**config.mk**
```make
export PLATFORM = sky130hd
export DESIGN_NAME = mas_auto_setup
export DESIGN_NICKNAME = d
export VERILOG_FILES = /design/src/rtl/mas_pkg.sv /design/src/rtl/mas_meas_unit.sv /design/src/rtl/mas_step_seq.sv /design/src/rtl/mas_auto_setup.sv
export SDC_FILE = /design/constraint.sdc
export NUM_CORES = 1
export LEC_CHECK = 0
export ABC_AREA = 1
export BUFFER_PORTS_ARGS = -buffer_cell sky130_fd_sc_hd__buf_2
export CAP_MARGIN = 20
export CORE_ASPECT_RATIO = 0.9
export CORE_UTILIZATION = 55
export CTS_CLUSTER_DIAMETER = 50
export DETAILED_ROUTE_END_ITERATION = 10
export GPL_ROUTABILITY_DRIVEN = 1
export PLACE_DENSITY = 0.73
export RECOVER_POWER = 100
export SLEW_MARGIN = 30
export SYNTH_ARGS = -nofsm -noshare
export SYNTH_HDL_FRONTEND = slang
export SYNTH_HIERARCHICAL = 1
export SYNTH_SLANG_ARGS = --single-unit
```
**constraint.sdc**
```tcl
create_clock -name clk -period 5.3 [get_ports clk]
set_clock_uncertainty 0.1 [all_clocks]
set_input_delay 0.795 -clock clk [delete_from_list [all_inputs] [get_ports clk]]
set_output_delay 0.795 -clock clk [all_outputs]
set_load 0.05 [all_outputs]
```
**src/rtl/mas_pkg.sv**
```systemverilog
// Purpose: Shared constants, step codes and carriers of the auto-setup block.
// Assumes: One 40 MHz clock; object access arrives as decoded messages.
// Notes:   Offsets, step and field codes, bit positions and RTL timing counts live here; MIN_RUN sits in the assertions.

package mas_pkg;

	// ==========================================================
	// Object indices
	localparam logic [15:0] IDX_POLE     = 16'h2030;
	localparam logic [15:0] IDX_CURR     = 16'h2031;
	localparam logic [15:0] IDX_PEAK     = 16'h203B;
	localparam logic [15:0] IDX_ENC      = 16'h2059;
	localparam logic [15:0] IDX_SUBMODE  = 16'h3202;
	localparam logic [15:0] IDX_CTRL     = 16'h6040;
	localparam logic [15:0] IDX_STAT     = 16'h6041;
	localparam logic [15:0] IDX_MODE     = 16'h6060;
	localparam logic [15:0] IDX_RES_BASE = 16'h3240;

	// ==========================================================
	// Field positions and codes
	localparam logic [7:0]  MODE_AUTOSETUP = 8'hFE;
	localparam int          CW_MODE_BIT    = 4;
	localparam int          SW_DONE_BIT    = 12;
	localparam int          SW_IDX_BIT     = 10;
	localparam int          SW_OPEN_BIT    = 2;
	localparam int          SUB_CL_BIT     = 0;
	localparam int          SUB_BRAKE_BIT  = 2;
	localparam int          SUB_BLDC_BIT   = 6;
	localparam logic [31:0] SUB_BLDC       = 32'h0000_0041;
	localparam logic [31:0] SUB_STEP_BRAKE = 32'h0000_0004;
	localparam logic [31:0] SUB_BLDC_BRAKE = 32'h0000_0044;
	localparam logic [31:0] ENC_DIFF_5V    = 32'h0000_0000;
	localparam logic [31:0] ENC_SINGLE_5V  = 32'h0000_0002;
	localparam logic [31:0] RST_WORD       = 32'h0000_0000;
	localparam logic [15:0] RST_HALF       = 16'h0000;
	localparam logic [7:0]  RST_BYTE       = 8'h00;

	// ==========================================================
	// Timing
	localparam int CLK_PERIOD_NS = 25;
	localparam int STEP_TIME_NS  = 100000;
	localparam int STEP_CYCLES   =
		(STEP_TIME_NS + CLK_PERIOD_NS - 1) / CLK_PERIOD_NS;
	localparam logic [11:0] STEP_LOAD = 12'(STEP_CYCLES - 1);
	localparam logic [3:0]  LATE_LOAD = 4'h7;
	localparam int          NUM_RESULTS = 7;

	// ==========================================================
	// Types
	typedef enum logic [2:0] {
		STEP_TYPE  = 3'h0,
		STEP_RES   = 3'h1,
		STEP_IND   = 3'h2,
		STEP_FLUX  = 3'h3,
		STEP_ENC   = 3'h4,
		STEP_ALIGN = 3'h5,
		STEP_HALL  = 3'h6
	} mas_step_t;

	typedef struct packed {
		logic        valid;
		logic        write;
		logic        crcOk;
		logic [15:0] index;
		logic [31:0] data;
	} mas_req_t;

	typedef struct packed {
		logic        valid;
		logic        err;
		logic [31:0] data;
	} mas_resp_t;

endpackage : mas_pkg

```
**src/rtl/mas_meas_unit.sv**
```systemverilog
// Purpose: Runs one timed measurement step and watches index and limit pins.
// Assumes: measIn comes from converter logic on the same clock.
// Notes:   Pins pass three flip-flops; a level counts once stages agree.

`timescale 1ns/1ps
`default_nettype none

module mas_meas_unit
	import mas_pkg::*;
(
	input  wire logic        clk,
	input  wire logic        reset,
	input  wire logic        go,
	input  wire mas_step_t   step,
	input  wire logic        clrIdx,
	input  wire logic [31:0] measIn,
	input  wire logic        idxPin,
	input  wire logic        limitPin,
	output logic             done,
	output logic [31:0]      value,
	output logic             idxSeen,
	output logic             limitHit
);

	// ==========================================================
	// Pin synchronisers
	logic [2:0] idxSync_reg;
	logic [2:0] limSync_reg;
	logic       idxLvl_reg, idxLvl_next;
	logic       limLvl_reg, limLvl_next;

	always_comb begin
		idxLvl_next = idxLvl_reg;
		limLvl_next = limLvl_reg;
		if (idxSync_reg[1] == idxSync_reg[2]) begin
			idxLvl_next = idxSync_reg[2];
		end
		if (limSync_reg[1] == limSync_reg[2]) begin
			limLvl_next = limSync_reg[2];
		end
	end

	always_ff @(posedge clk) begin
		if (reset) begin
			idxSync_reg <= 3'h0;
			limSync_reg <= 3'h0;
			idxLvl_reg  <= 1'b0;
			limLvl_reg  <= 1'b0;
		end else begin
			idxSync_reg <= {idxSync_reg[1:0], idxPin};
			limSync_reg <= {limSync_reg[1:0], limitPin};
			idxLvl_reg  <= idxLvl_next;
			limLvl_reg  <= limLvl_next;
		end
	end

	assign limitHit = limLvl_reg;

	// ==========================================================
	// Step timer
	logic        busy_reg, busy_next;
	logic [11:0] cnt_reg, cnt_next;
	logic        done_reg, done_next;
	logic [31:0] value_reg, value_next;
	logic        seen_reg, seen_next;

	always_comb begin
		busy_next  = busy_reg;
		cnt_next   = cnt_reg;
		done_next  = 1'b0;
		value_next = value_reg;
		seen_next  = seen_reg;
		if (go) begin
			busy_next = 1'b1;
			cnt_next  = STEP_LOAD;
		end else if (busy_reg && cnt_reg == 12'h000) begin
			busy_next  = 1'b0;
			done_next  = 1'b1;
			value_next = measIn;
		end else if (busy_reg) begin
			cnt_next = cnt_reg - 12'h001;
		end
		// Index pulses only count inside the alignment run.
		if (busy_reg && step == STEP_ALIGN && idxLvl_next && !idxLvl_reg) begin
			seen_next = 1'b1;
		end else if (clrIdx) begin
			seen_next = 1'b0;
		end
	end

	always_ff @(posedge clk) begin
		if (reset) begin
			busy_reg  <= 1'b0;
			cnt_reg   <= 12'h000;
			done_reg  <= 1'b0;
			value_reg <= RST_WORD;
			seen_reg  <= 1'b0;
		end else begin
			busy_reg  <= busy_next;
			cnt_reg   <= cnt_next;
			done_reg  <= done_next;
			value_reg <= value_next;
			seen_reg  <= seen_next;
		end
	end

	assign done    = done_reg;
	assign value   = value_reg;
	assign idxSeen = seen_reg;

endmodule : mas_meas_unit

`default_nettype wire

```
**src/rtl/mas_step_seq.sv**
```systemverilog
// Purpose: Orders the auto-setup measurement steps one after another.
// Assumes: Fitment flags are stable while a run is in progress.
// Notes:   An abort drops back to idle without a finish pulse.

`timescale 1ns/1ps
`default_nettype none

module mas_step_seq
	import mas_pkg::*;
(
	input  wire logic      clk,
	input  wire logic      reset,
	input  wire logic      start,
	input  wire logic      abort,
	input  wire logic      encIdx,
	input  wire logic      hall,
	input  wire logic      stepDone,
	output logic           stepGo,
	output mas_step_t      step,
	output logic           running,
	output logic           finish
);

	// ==========================================================
	// Step order
	// Returns {last, next step}; optional steps are skipped.
	function automatic logic [3:0] nextStep(input mas_step_t cur,
		input logic e, input logic h);
		logic [3:0] r;
		r = 4'h8;
		case (cur)
			STEP_TYPE:  r = {1'b0, STEP_RES};
			STEP_RES:   r = {1'b0, STEP_IND};
			STEP_IND:   r = {1'b0, STEP_FLUX};
			STEP_FLUX:  r = e ? {1'b0, STEP_ENC} :
				(h ? {1'b0, STEP_HALL} : 4'h8);
			STEP_ENC:   r = {1'b0, STEP_ALIGN};
			STEP_ALIGN: r = h ? {1'b0, STEP_HALL} : 4'h8;
			default:    r = 4'h8;
		endcase
		return r;
	endfunction : nextStep

	typedef enum logic [3:0] {
		SQ_IDLE  = 4'h1,
		SQ_ISSUE = 4'h2,
		SQ_WAIT  = 4'h4,
		SQ_END   = 4'h8
	} mas_seq_t;

	// ==========================================================
	// State machine
	mas_seq_t   state_reg, state_next;
	mas_step_t  step_reg, step_next;
	logic       go_reg, go_next;
	logic       fin_reg, fin_next;
	logic [3:0] nx;

	always_comb begin
		state_next = state_reg;
		step_next  = step_reg;
		go_next    = 1'b0;
		fin_next   = 1'b0;
		nx         = nextStep(step_reg, encIdx, hall);
		case (state_reg)
			SQ_IDLE: begin
				if (start) begin
					step_next  = STEP_TYPE;
					state_next = SQ_ISSUE;
				end
			end
			SQ_ISSUE: begin
				go_next    = 1'b1;
				state_next = SQ_WAIT;
			end
			SQ_WAIT: begin
				// One step must end before the next is issued.
				if (stepDone && nx[3]) begin
					state_next = SQ_END;
				end else if (stepDone) begin
					step_next  = mas_step_t'(nx[2:0]);
					state_next = SQ_ISSUE;
				end
			end
			SQ_END: begin
				fin_next   = 1'b1;
				state_next = SQ_IDLE;
			end
			default: state_next = SQ_IDLE;
		endcase
		if (abort && state_reg != SQ_IDLE) begin
			state_next = SQ_IDLE;
			go_next    = 1'b0;
			fin_next   = 1'b0;
		end
	end

	always_ff @(posedge clk) begin
		if (reset) begin
			state_reg <= SQ_IDLE;
			step_reg  <= STEP_TYPE;
			go_reg    <= 1'b0;
			fin_reg   <= 1'b0;
		end else begin
			state_reg <= state_next;
			step_reg  <= step_next;
			go_reg    <= go_next;
			fin_reg   <= fin_next;
		end
	end

	assign stepGo  = go_reg;
	assign step    = step_reg;
	assign running = (state_reg != SQ_IDLE);
	assign finish  = fin_reg;

endmodule : mas_step_seq

`default_nettype wire

```
**src/rtl/mas_auto_setup.sv**
```systemverilog
// Purpose: Motor-data objects and the auto-setup run of a motor controller.
// Assumes: Messages arrive already deframed from the serial link.
// Notes:   Object access is by index; subindices are not decoded.
//
// Contract
// - Mode object value FE selects the auto-setup mode.
// - Rising control word bit 4 starts a run in mode, when enabled.
// - Status bit 12 goes high once the whole run has ended.
// - Status bit 10 shows whether an encoder index was found.
// - Every run measures type, resistance, inductance and flux.
// - Encoder resolution and alignment only with encoder and index.
// - Hall transitions measured only when a Hall sensor is fitted.
// - Success writes results into objects and stores drive, tuning.
// - Closed loop allowed only after a successful run.
// - Limit switches stay active while the run is going.
// - Coordinates are invalid after a run; host restarts the device.
// - Answers may come late while a run is going.
// - Submode 00000041h means brushless, brake control off.
// - Brake on: 00000004h stepper, 00000044h brushless.
// - Encoder 00000000h is 5 V differential, 00000002h single-ended.
// - No valid answer content before the first correct message.

`timescale 1ns/1ps
`default_nettype none

module mas_auto_setup
	import mas_pkg::*;
(
	input  wire logic        clk,
	input  wire logic        reset,
	input  wire mas_req_t    req,
	input  wire logic        opEnabled,
	input  wire logic        encFitted,
	input  wire logic        idxFitted,
	input  wire logic        hallFitted,
	input  wire logic [31:0] measIn,
	input  wire logic        idxPin,
	input  wire logic        limitPin,
	output mas_resp_t        resp,
	output logic             closedLoopOk,
	output logic             coordValid,
	output logic             setupActive,
	output logic             storeDrive,
	output logic             storeTuning
);

	// ==========================================================
	// Submodules
	logic        seqStart, seqAbort, stepGo, running, finish;
	logic        measDone, idxSeen, limitHit;
	logic [31:0] measVal;
	mas_step_t   step;

	mas_step_seq uSeq (
		.clk      (clk),
		.reset    (reset),
		.start    (seqStart),
		.abort    (seqAbort),
		.encIdx   (encFitted & idxFitted),
		.hall     (hallFitted),
		.stepDone (measDone),
		.stepGo   (stepGo),
		.step     (step),
		.running  (running),
		.finish   (finish)
	);

	mas_meas_unit uMeas (
		.clk      (clk),
		.reset    (reset),
		.go       (stepGo),
		.step     (step),
		.clrIdx   (seqStart),
		.measIn   (measIn),
		.idxPin   (idxPin),
		.limitPin (limitPin),
		.done     (measDone),
		.value    (measVal),
		.idxSeen  (idxSeen),
		.limitHit (limitHit)
	);

	// ==========================================================
	// Decode helpers
	function automatic logic isObj(input logic [15:0] a,
		input logic [15:0] b);
		return a == b;
	endfunction : isObj

	function automatic logic isRes(input logic [15:0] a);
		return a >= IDX_RES_BASE &&
			a < IDX_RES_BASE + 16'(NUM_RESULTS);
	endfunction : isRes

	// ==========================================================
	// Object registers and message handling
	logic [31:0] pole_reg, pole_next;
	logic [31:0] curr_reg, curr_next;
	logic [31:0] peak_reg, peak_next;
	logic [31:0] enc_reg, enc_next;
	logic [31:0] sub_reg, sub_next;
	logic [15:0] ctrl_reg, ctrl_next;
	logic [7:0]  mode_reg, mode_next;
	logic        init_reg, init_next;
	logic        done_reg, done_next;
	logic        idxF_reg, idxF_next;
	logic        ok_reg, ok_next;
	logic        coord_reg, coord_next;
	logic        stD_reg, stD_next;
	logic        stT_reg, stT_next;
	logic        pend_reg, pend_next;
	logic [3:0]  late_reg, late_next;
	logic        hErr_reg, hErr_next;
	logic [31:0] hData_reg, hData_next;
	mas_resp_t   resp_reg, resp_next;
	logic [31:0] resMem [NUM_RESULTS];
	logic [15:0] statusWord;
	logic        take, modeSel;
	logic [31:0] rd;
	logic        rdErr;
	logic [2:0]  resIdx;

	assign modeSel = (mode_reg == MODE_AUTOSETUP);
	// Word bits 12 and 10 are only meaningful after a run.
	assign statusWord = (16'h0001 << SW_DONE_BIT) & {16{done_reg}} |
		(16'h0001 << SW_IDX_BIT) & {16{idxF_reg}} |
		(16'h0001 << SW_OPEN_BIT) & {16{opEnabled}};
	assign take   = req.valid && req.crcOk && !pend_reg;
	assign resIdx = 3'(req.index - IDX_RES_BASE);

	always_comb begin
		rd    = RST_WORD;
		rdErr = 1'b0;
		if (isObj(req.index, IDX_POLE)) begin
			rd = pole_reg;
		end else if (isObj(req.index, IDX_CURR)) begin
			rd = curr_reg;
		end else if (isObj(req.index, IDX_PEAK)) begin
			rd = peak_reg;
		end else if (isObj(req.index, IDX_ENC)) begin
			rd = enc_reg;
		end else if (isObj(req.index, IDX_SUBMODE)) begin
			rd = sub_reg;
		end else if (isObj(req.index, IDX_CTRL)) begin
			rd = {16'h0000, ctrl_reg};
		end else if (isObj(req.index, IDX_STAT)) begin
			rd = {16'h0000, statusWord};
		end else if (isObj(req.index, IDX_MODE)) begin
			rd = {24'h00_0000, mode_reg};
		end else if (isRes(req.index)) begin
			rd = resMem[resIdx];
		end else begin
			rdErr = 1'b1;
		end
	end

	always_comb begin
		pole_next  = pole_reg;
		curr_next  = curr_reg;
		peak_next  = peak_reg;
		enc_next   = enc_reg;
		sub_next   = sub_reg;
		ctrl_next  = ctrl_reg;
		mode_next  = mode_reg;
		init_next  = init_reg;
		done_next  = done_reg;
		idxF_next  = idxF_reg;
		ok_next    = ok_reg;
		coord_next = coord_reg;
		stD_next   = 1'b0;
		stT_next   = 1'b0;
		pend_next  = pend_reg;
		late_next  = late_reg;
		hErr_next  = hErr_reg;
		hData_next = hData_reg;
		resp_next  = '0;
		seqStart   = 1'b0;
		// Opening the limit switch or losing enable ends the run.
		seqAbort   = running && (limitHit || !opEnabled || !modeSel);
		if (take) begin
			init_next  = 1'b1;
			pend_next  = 1'b1;
			// While busy the answer waits a few cycles.
			late_next  = running ? LATE_LOAD : 4'h0;
			hErr_next  = rdErr;
			// Content stays blank until a correct message arrived.
			hData_next = (req.write || !init_reg) ? RST_WORD : rd;
			if (req.write) begin
				if (isObj(req.index, IDX_POLE)) begin
					pole_next = req.data;
				end else if (isObj(req.index, IDX_CURR)) begin
					curr_next = req.data;
				end else if (isObj(req.index, IDX_PEAK)) begin
					peak_next = req.data;
				end else if (isObj(req.index, IDX_ENC)) begin
					enc_next = req.data;
				end else if (isObj(req.index, IDX_SUBMODE)) begin
					sub_next = req.data;
				end else if (isObj(req.index, IDX_CTRL)) begin
					ctrl_next = req.data[15:0];
					if (req.data[CW_MODE_BIT] && !ctrl_reg[CW_MODE_BIT] &&
						modeSel && opEnabled && !running) begin
						seqStart  = 1'b1;
						done_next = 1'b0;
						ok_next   = 1'b0;
					end
				end else if (isObj(req.index, IDX_MODE)) begin
					mode_next = req.data[7:0];
				end else begin
					hErr_next = 1'b1;
				end
			end
		end
		if (pend_reg && late_reg == 4'h0) begin
			pend_next = 1'b0;
			resp_next = '{valid: 1'b1, err: hErr_reg, data: hData_reg};
		end else if (pend_reg) begin
			late_next = late_reg - 4'h1;
		end
		if (seqStart || running) begin
			coord_next = 1'b0;
		end
		if (finish) begin
			done_next = 1'b1;
			idxF_next = idxSeen;
			ok_next   = 1'b1;
			// Motor type found in the first step replaces the brushless bit.
			sub_next[SUB_BLDC_BIT] = resMem[STEP_TYPE][0];
			stD_next  = 1'b1;
			stT_next  = 1'b1;
		end
	end

	always_ff @(posedge clk) begin
		if (reset) begin
			pole_reg  <= RST_WORD;
			curr_reg  <= RST_WORD;
			peak_reg  <= RST_WORD;
			enc_reg   <= RST_WORD;
			sub_reg   <= RST_WORD;
			ctrl_reg  <= RST_HALF;
			mode_reg  <= RST_BYTE;
			init_reg  <= 1'b0;
			done_reg  <= 1'b0;
			idxF_reg  <= 1'b0;
			ok_reg    <= 1'b0;
			coord_reg <= 1'b1;
			stD_reg   <= 1'b0;
			stT_reg   <= 1'b0;
			pend_reg  <= 1'b0;
			late_reg  <= 4'h0;
			hErr_reg  <= 1'b0;
			hData_reg <= RST_WORD;
			resp_reg  <= '0;
		end else begin
			pole_reg  <= pole_next;
			curr_reg  <= curr_next;
			peak_reg  <= peak_next;
			enc_reg   <= enc_next;
			sub_reg   <= sub_next;
			ctrl_reg  <= ctrl_next;
			mode_reg  <= mode_next;
			init_reg  <= init_next;
			done_reg  <= done_next;
			idxF_reg  <= idxF_next;
			ok_reg    <= ok_next;
			coord_reg <= coord_next;
			stD_reg   <= stD_next;
			stT_reg   <= stT_next;
			pend_reg  <= pend_next;
			late_reg  <= late_next;
			hErr_reg  <= hErr_next;
			hData_reg <= hData_next;
			resp_reg  <= resp_next;
		end
	end

	// ==========================================================
	// Measurement results
	// Results are kept without reset; they are only trusted after a run.
	always_ff @(posedge clk) begin
		if (measDone) begin
			resMem[step] <= measVal;
		end
	end

	// ==========================================================
	// Outputs
	logic clOk_reg, clOk_next;
	logic act_reg, act_next;

	always_comb begin
		// Closed loop needs the mode bit and a finished run.
		clOk_next = sub_next[SUB_CL_BIT] && ok_next;
		act_next  = running && !seqAbort;
	end

	always_ff @(posedge clk) begin
		if (reset) begin
			clOk_reg <= 1'b0;
			act_reg  <= 1'b0;
		end else begin
			clOk_reg <= clOk_next;
			act_reg  <= act_next;
		end
	end

	assign resp         = resp_reg;
	assign closedLoopOk = clOk_reg;
	assign coordValid   = coord_reg;
	assign setupActive  = act_reg;
	assign storeDrive   = stD_reg;
	assign storeTuning  = stT_reg;

endmodule : mas_auto_setup

`default_nettype wire

```
==> results.cfg, run 1 <==
[global_route]
grt_pass1_vias = 17200
gr-total-overflow = 0
gr-usage-met2 = 0.454
grt_use_met3 = 0.0410
antenna_found_initial = 1
grt_usage = 0.271
top_usage_layer = met2
grt_pass1_wl_mm = 90.6
grt_max_degree = 81
grt_use_met1 = 0.357

[run_status]
violations = capacitance limit, slew limit
outcome = complete, but fails checks

[power]
p_int_mw = 6.92
combPwrFrac = 0.039
swShare = 0.215
power.share.clock = 0.460
power_frac_seq = 0.501
p_leak_nw = 9.83
p_sw_mw = 1.89
peakVddDrop_mv = 0.286
power_density_mw_per_mm2 = 347

[floorplan]
rows = 70
fp.dieArea_mm2 = 0.0422
io_pins = 130
die_height_um = 195
coreArea_mm2 = 0.0407
start_util = 0.559
dieWidth_um = 217

[synth]
synth_top_family_by_area = compound AO/OA/AOI/OAI gates
synthCells = 2552
synth-seq-area-share = 0.584
syn_nets = 2646
synthAdderAreaFrac = 0.00165
synth_compound_area_frac = 0.171
avgSynthCellArea_um2 = 8.92
ys_async_sr_fraction = 0
yosysWarnings = 6
synth.distinct_cells = 48
synth_ff_type = dfxtp_1
synth-seq-cells = 552
syn_area_mm2 = 0.0228
synth_edf_count = 224
synth_xor_area_frac = 0.00154
synthSimpleGateAreaFrac = 0.152
synth_mux_area_frac = 0

[clock_tree]
htree_levels = 2
post-cts-setup-buffers = 0
clk_pin_slew_ns = 0.06
cts_tree = yes
ctsHoldBuffers = 0
clk_latency_ns = 0.61
clockRootBuffer = clkbuf_16
cts_buffer_depth = 3
cts_resized = 0
cts_sinks = 552
cts_buffers = 56

[worst_setup_path]
critPathMaxFanout = 32
start_kind = primary input
r2r-start = pend_reg
critical_path_required_ns = 5.70
r2r_setup_slack_ns = 2.25
end_kind = flop
reg2regPathDepth = 11
critical_path_class = primary input to flop
arrival_ns = 4.61
worstReg2RegEnd = sub_reg[0]

[drt]
wl_mm = 56.9
routedWlPerCell_um = 17.7
final_antenna_net_count = 0
vias = 17900
drt_iter0_markers = 1535
via_per_inst = 5.58
drc = 0
firstDrtPassIters = 5

[job]
drv_cap = 10

[finish]
final_common_cell = nand2_1
diodes = 0
final_cell_mix = nand2_1, inv_1, dfxtp_1
final_nets = 2724
final_area_mm2 = 0.0254
largest_reg_flops = 224
area_growth_syn_to_layout_pct = 11.5
final_layout_size_suffix_gt1_frac = 0.112

[sta]
rsz0062_at_grt = false
slew_headroom = -0.553
final-max-slew-violation-count = 372
fin_setup_tns_ns = 0
layout_min_cycle_time_ns = 4.20
tightestPinTransition_ns = 2.33
hold_violations = 0
period_share = 0.793
layout_setup_ws_ns = 1.10
setup_viol = 0
clock.fmax_mhz = 238

[placement]
gp_congestion = 0.896
io_buffers = 129
placed_cell_area_mm2 = 0.0237
post-place-ws_ns = 1.06
dp_hpwl_mm = 36.2

[hold_path]
hold_path.class = flop to flop
min-delay-start = uMeas/idxSync_reg[0]
min_to = uMeas/idxSync_reg[1]
whs_path_depth = 2
[metal layers]
metal  wire length (µm)  part of all wire
met3               4240             0.074
met2              27100              0.48
met4               1770             0.031
met5                 17           0.00030
met1              23800              0.42
[logic make-up after synthesis]
group           after synthesis
compound gates              703
xor+xnor                      4
fa+ha+maj                     3
buf+inv                     501
flops                       552
simple gates                789
[worst max path at each step]
stage	cells after the start	slack, ns	start	end
final	13	1.10	req[32]	hData_reg[27]
after global routing	13	0.74	req[32]	hData_reg[27]
after CTS	12	1.68	req[32]	closedLoopOk
after detailed placement	12	1.06	req[32]	closedLoopOk
after global placement	13	1.16	req[32]	sub_reg[0]
after floorplan	2	1.95	uSeq/step[2]	resMem[6][0]
[cells in the mapped netlist (4+ instances only)]
cell type	number	area (µm²)
nor4_1	4	25.0
buf_6	9	101
nand2_1	376	1410
nand3_1	108	541
or2_2	17	106
o22ai_1	51	319
o211ai_1	9	67.6
buf_4	13	97.6
nor2_1	215	807
nand2_2	8	50.1
a21oi_2	8	70.1
a21oi_1	279	1400
inv_1	341	1280
a211oi_1	6	45.0
nor2_2	7	43.8
edfxtp_1	224	6730
nor3_1	11	55.1
nand2_4	5	56.3
dfxtp_1	328	6570
o21ai_0	260	1300
nor2_4	8	90.1
clkbuf_1	70	263
o21ai_1	44	220
buf_2	42	210
inv_2	16	60.1
a31oi_1	4	25.0
buf_1	6	22.5
a211oi_2	21	263
a221oi_1	9	78.8
nand4_1	19	119
[metrics by stage]
step | total power, mW | hold WS [ns] | std cells | utilization
floorplan | 4.72 | 0.288 | 2552 | -
global placement | 4.84 | 0.301 | 3112 | 0.581
CTS | 8.86 | 0.287 | 3214 | 0.628
global route | 9.06 | 0.316 | 3214 | 0.624
finish | 8.81 | 0.308 | 3214 | 0.624
detailed placement | 4.85 | 0.305 | 3112 | 0.581
[critical path: stages]
cell,delay [ns]
clkbuf_1,0.68
nand2_1,0.95
nor3_1,0.54
nand3_2,0.10
buf_4,0.28
nand2_1,0.43
buf_4,0.30
a21oi_1,0.06
nand2_1,0.13
nand2_1,0.06
nand3_1,0.06
nand2_1,0.06
a21oi_1,0.11
[layout make-up]
class | count | area (µm²)
fill | 3360 | 15300
sequential | 552 | 13300
multi-input combinational | 1499 | 7350
clock buffer | 83 | 1710
inverter | 360 | 1360
timing repair buffer | 161 | 800
tap | 540 | 676
clock inverter | 19 | 218
[power by group through the flow]
stage | registers [mW] | clock network (mW) | logic [mW]
3_3_place_gp | 4.50 | 0 | 0.340
6_report | 4.41 | 4.05 | 0.347
3_5_place_dp | 4.50 | 0 | 0.350
2_1_floorplan | 4.51 | 0 | 0.217
5_1_grt | 4.41 | 4.26 | 0.386
4_1_cts | 4.41 | 4.09 | 0.353
No activity file was read; power rests on OpenSTA's default activity.
==> run 2, diff against run 1 <==
--- a/config.mk
+++ b/config.mk
@@ -5,7 +5,7 @@
 export SDC_FILE = /design/constraint.sdc
 export NUM_CORES = 1
 export LEC_CHECK = 0
-export ABC_AREA = 1
+export ABC_AREA = 0
 export BUFFER_PORTS_ARGS = -buffer_cell sky130_fd_sc_hd__buf_2
 export CAP_MARGIN = 20
 export CORE_ASPECT_RATIO = 0.9
==> constraint.sdc (replaced) <==
create_clock -name clk -period 3.9 [get_ports clk]
set_clock_uncertainty 0.1 [all_clocks]
set_input_delay 0.585 -clock clk [delete_from_list [all_inputs] [get_ports clk]]
set_output_delay 0.585 -clock clk [all_outputs]
set_load 0.05 [all_outputs]
==> results.cfg, run 2 <==
[clock_tree]
cts_resized = 0
ctsHoldBuffers = 0
clockRootBuffer = clkbuf_16
clk_latency_ns = 0.60
post-cts-setup-buffers = 0
clk_pin_slew_ns = 0.06
cts_sinks = 552
cts_buffer_depth = 3
cts_buffers = 54
cts_tree = yes
htree_levels = 2

[power]
swShare = 0.213
combPwrFrac = 0.034
p_int_mw = 8.98
power_density_mw_per_mm2 = 459
p_sw_mw = 2.43
p_leak_nw = 8.49
power_frac_seq = 0.522
peakVddDrop_mv = 0.297
power.share.clock = 0.444

[drt]
drt_iter0_markers = 1372
drc = 0
via_per_inst = 5.92
firstDrtPassIters = 6
final_antenna_net_count = 0
vias = 16400
wl_mm = 57.4
routedWlPerCell_um = 20.8

[finish]
n_fill_cell = 3163
final_cell_mix = nand2_1, dfxtp_1, a21oi_1
area_growth_syn_to_layout_pct = 13.0
multi_input_area_mm2 = 0.00803
diodes = 0
final_util = 0.630
largest_reg_flops = 224
final_common_cell = nand2_1
final_nets = 2285
register_area_mm2 = 0.0133
final_layout_size_suffix_gt1_frac = 0.134

[worst_setup_path]
critPathMaxFanout = 25
r2r-start = uSeq/step[0]
critical_path.cell_chain = clkbuf_1 > nand3_1 > nand4_1 > or3_1 > nor2_1 > a2111oi_0 > buf_4 > o21ai_0
reg2regPathDepth = 3
critical_path_required_ns = 4.28
critical_path_class = primary input to flop
r2r_setup_slack_ns = 0.80
arrival_ns = 3.62
crit_path_top_delay_cell = a2111oi_0
slowest_delay_ns = 0.90
cp_num_buf_inv = 2
worstReg2RegEnd = resMem[1][18]
start_kind = primary input
cp_top_family = simple AND/OR/NAND/NOR gates
end_kind = flop

[synth]
yosysWarnings = 6
syn_area_mm2 = 0.0220
synth_edf_count = 224
synth_common_cells = nand2_1, dfxtp_1, a21oi_1
synth-seq-area-share = 0.605
synthTopCellsByArea = edfxtp_1, dfxtp_1, nand2_1
synthCells = 2076
synthMostInstantiatedCell = nand2_1
ys_async_sr_fraction = 0
synth_top_area_cell = edfxtp_1
avgSynthCellArea_um2 = 10.6
synth_ff_type = dfxtp_1
synth-seq-cells = 552
synth_top_area_share = 0.306
synth.distinct_cells = 80
syn_nets = 2170

[placement]
dp_hpwl_mm = 36.8
io_buffers = 129
gp_congestion = 0.894

[floorplan]
io_pins = 130
start_util = 0.557
coreArea_mm2 = 0.0395
die_height_um = 192
dieWidth_um = 213
rows = 69
fp.dieArea_mm2 = 0.0408

[sta]
rsz0062_at_grt = false
tightestPinTransition_ns = 2.37
fin_setup_tns_ns = 0
clock.fmax_mhz = 308
layout_min_cycle_time_ns = 3.24
final-max-slew-violation-count = 337
setup_viol = 0
slew_headroom = -0.583
hold_violations = 0
period_share = 0.831

[global_route]
grt_pass1_wl_mm = 88.4
gr-total-overflow = 0
grt_pass1_vias = 15700
grt_usage = 0.283
grt_max_degree = 116
antenna_found_initial = 0

[hold_path]
min-delay-start = measIn[31]
whs_path_depth = 3
hold_path.class = primary input to flop
min_to = uMeas/value[31]

[job]
drv_cap = 8

[run_status]
outcome = complete, but fails checks
violations = capacitance limit, slew limit
run 2: changes by cell type after synthesis, sizes merged, moves of 37 or more:
| cell | before | now |
|---|---|---|
| a21oi | 287 | 228 |
| and2 | 0 | 38 |
| inv | 359 | 13 |
| mux2i | 0 | 87 |
| nand2 | 389 | 426 |
| nand3 | 114 | 19 |
| nor2 | 231 | 102 |
| o21ai | 307 | 86 |
run 2: layout make-up:
type,instances,area share
clock buffer,84,0.0642
clock inverter,17,0.00574
inverter,13,0.00196
multi-input combinational,1374,0.323
sequential,552,0.535
tap,532,0.0268
timing repair buffer,196,0.0432
run 2: logic make-up after synthesis:
| logic type | count (synthesis) | share of synthesized area |
|---|---|---|
| buffers and inverters | 150 | 0.0299 |
| flip-flops | 552 | 0.605 |
| multiplexers | 128 | 0.0657 |
| XOR/XNOR | 1 | 0.000399 |
| AO/OA/AOI/OAI | 509 | 0.144 |
| AND/OR/NAND/NOR | 733 | 0.153 |
| adder cells (fa/ha/maj) | 3 | 0.00171 |
run 2: worst max-delay path by stage:
stage          slack (ns)            to  depth (start not counted)         start
4_1_cts              1.16  hData_reg[0]                          8       req[32]
6_report             0.66  hData_reg[0]                          8       req[33]
3_3_place_gp         0.33  hData_reg[0]                          8       req[32]
5_1_grt              0.55   ctrl_reg[2]                          8       req[33]
2_1_floorplan        0.58  resMem[0][0]                          2  uSeq/step[1]
3_5_place_dp         0.54  hData_reg[0]                          8       req[32]
run 2: power groups by stage:
stage          clock network (mW)  registers, mW  logic (mW)
3_3_place_gp                    0           6.09       0.380
6_report                     5.06           5.96       0.387
3_5_place_dp                    0           6.09       0.385
2_1_floorplan                   0           6.09       0.200
5_1_grt                      5.37           5.96       0.409
4_1_cts                      5.14           5.96       0.387
run 2: worst min-delay path: cells and delay by family:
kind	cells	cell delay, ns
buffers and inverters	1	0.07
muxes	1	0.05
and+or+nand+nor	1	0.07
run 2: through the flow:
stage,setup slack [ns],hold WS (ns),cells,instance area [µm²],total power [mW]
6_report,0.658,0.111,2768,24800,11.4
3_5_place_dp,0.544,0.337,2667,23300,6.47
5_1_grt,0.548,0.102,2768,24800,11.7
3_3_place_gp,0.326,0.324,2667,23300,6.47
4_1_cts,1.16,0.0790,2768,25000,11.5
2_1_floorplan,0.583,0.314,2076,22000,6.29
run 2: metal layers:
layer | routed length [µm] | GRT usage | vias to the layer above | part of all wire
met5 | 0 | 0 | - | 0
met2 | 27300 | 0.468 | 681 | 0.48
met3 | 4400 | 0.0410 | 85 | 0.077
li1 | - | - | 7715 | -
met1 | 24500 | 0.386 | 7899 | 0.43
met4 | 1220 | 0.0877 | 0 | 0.021
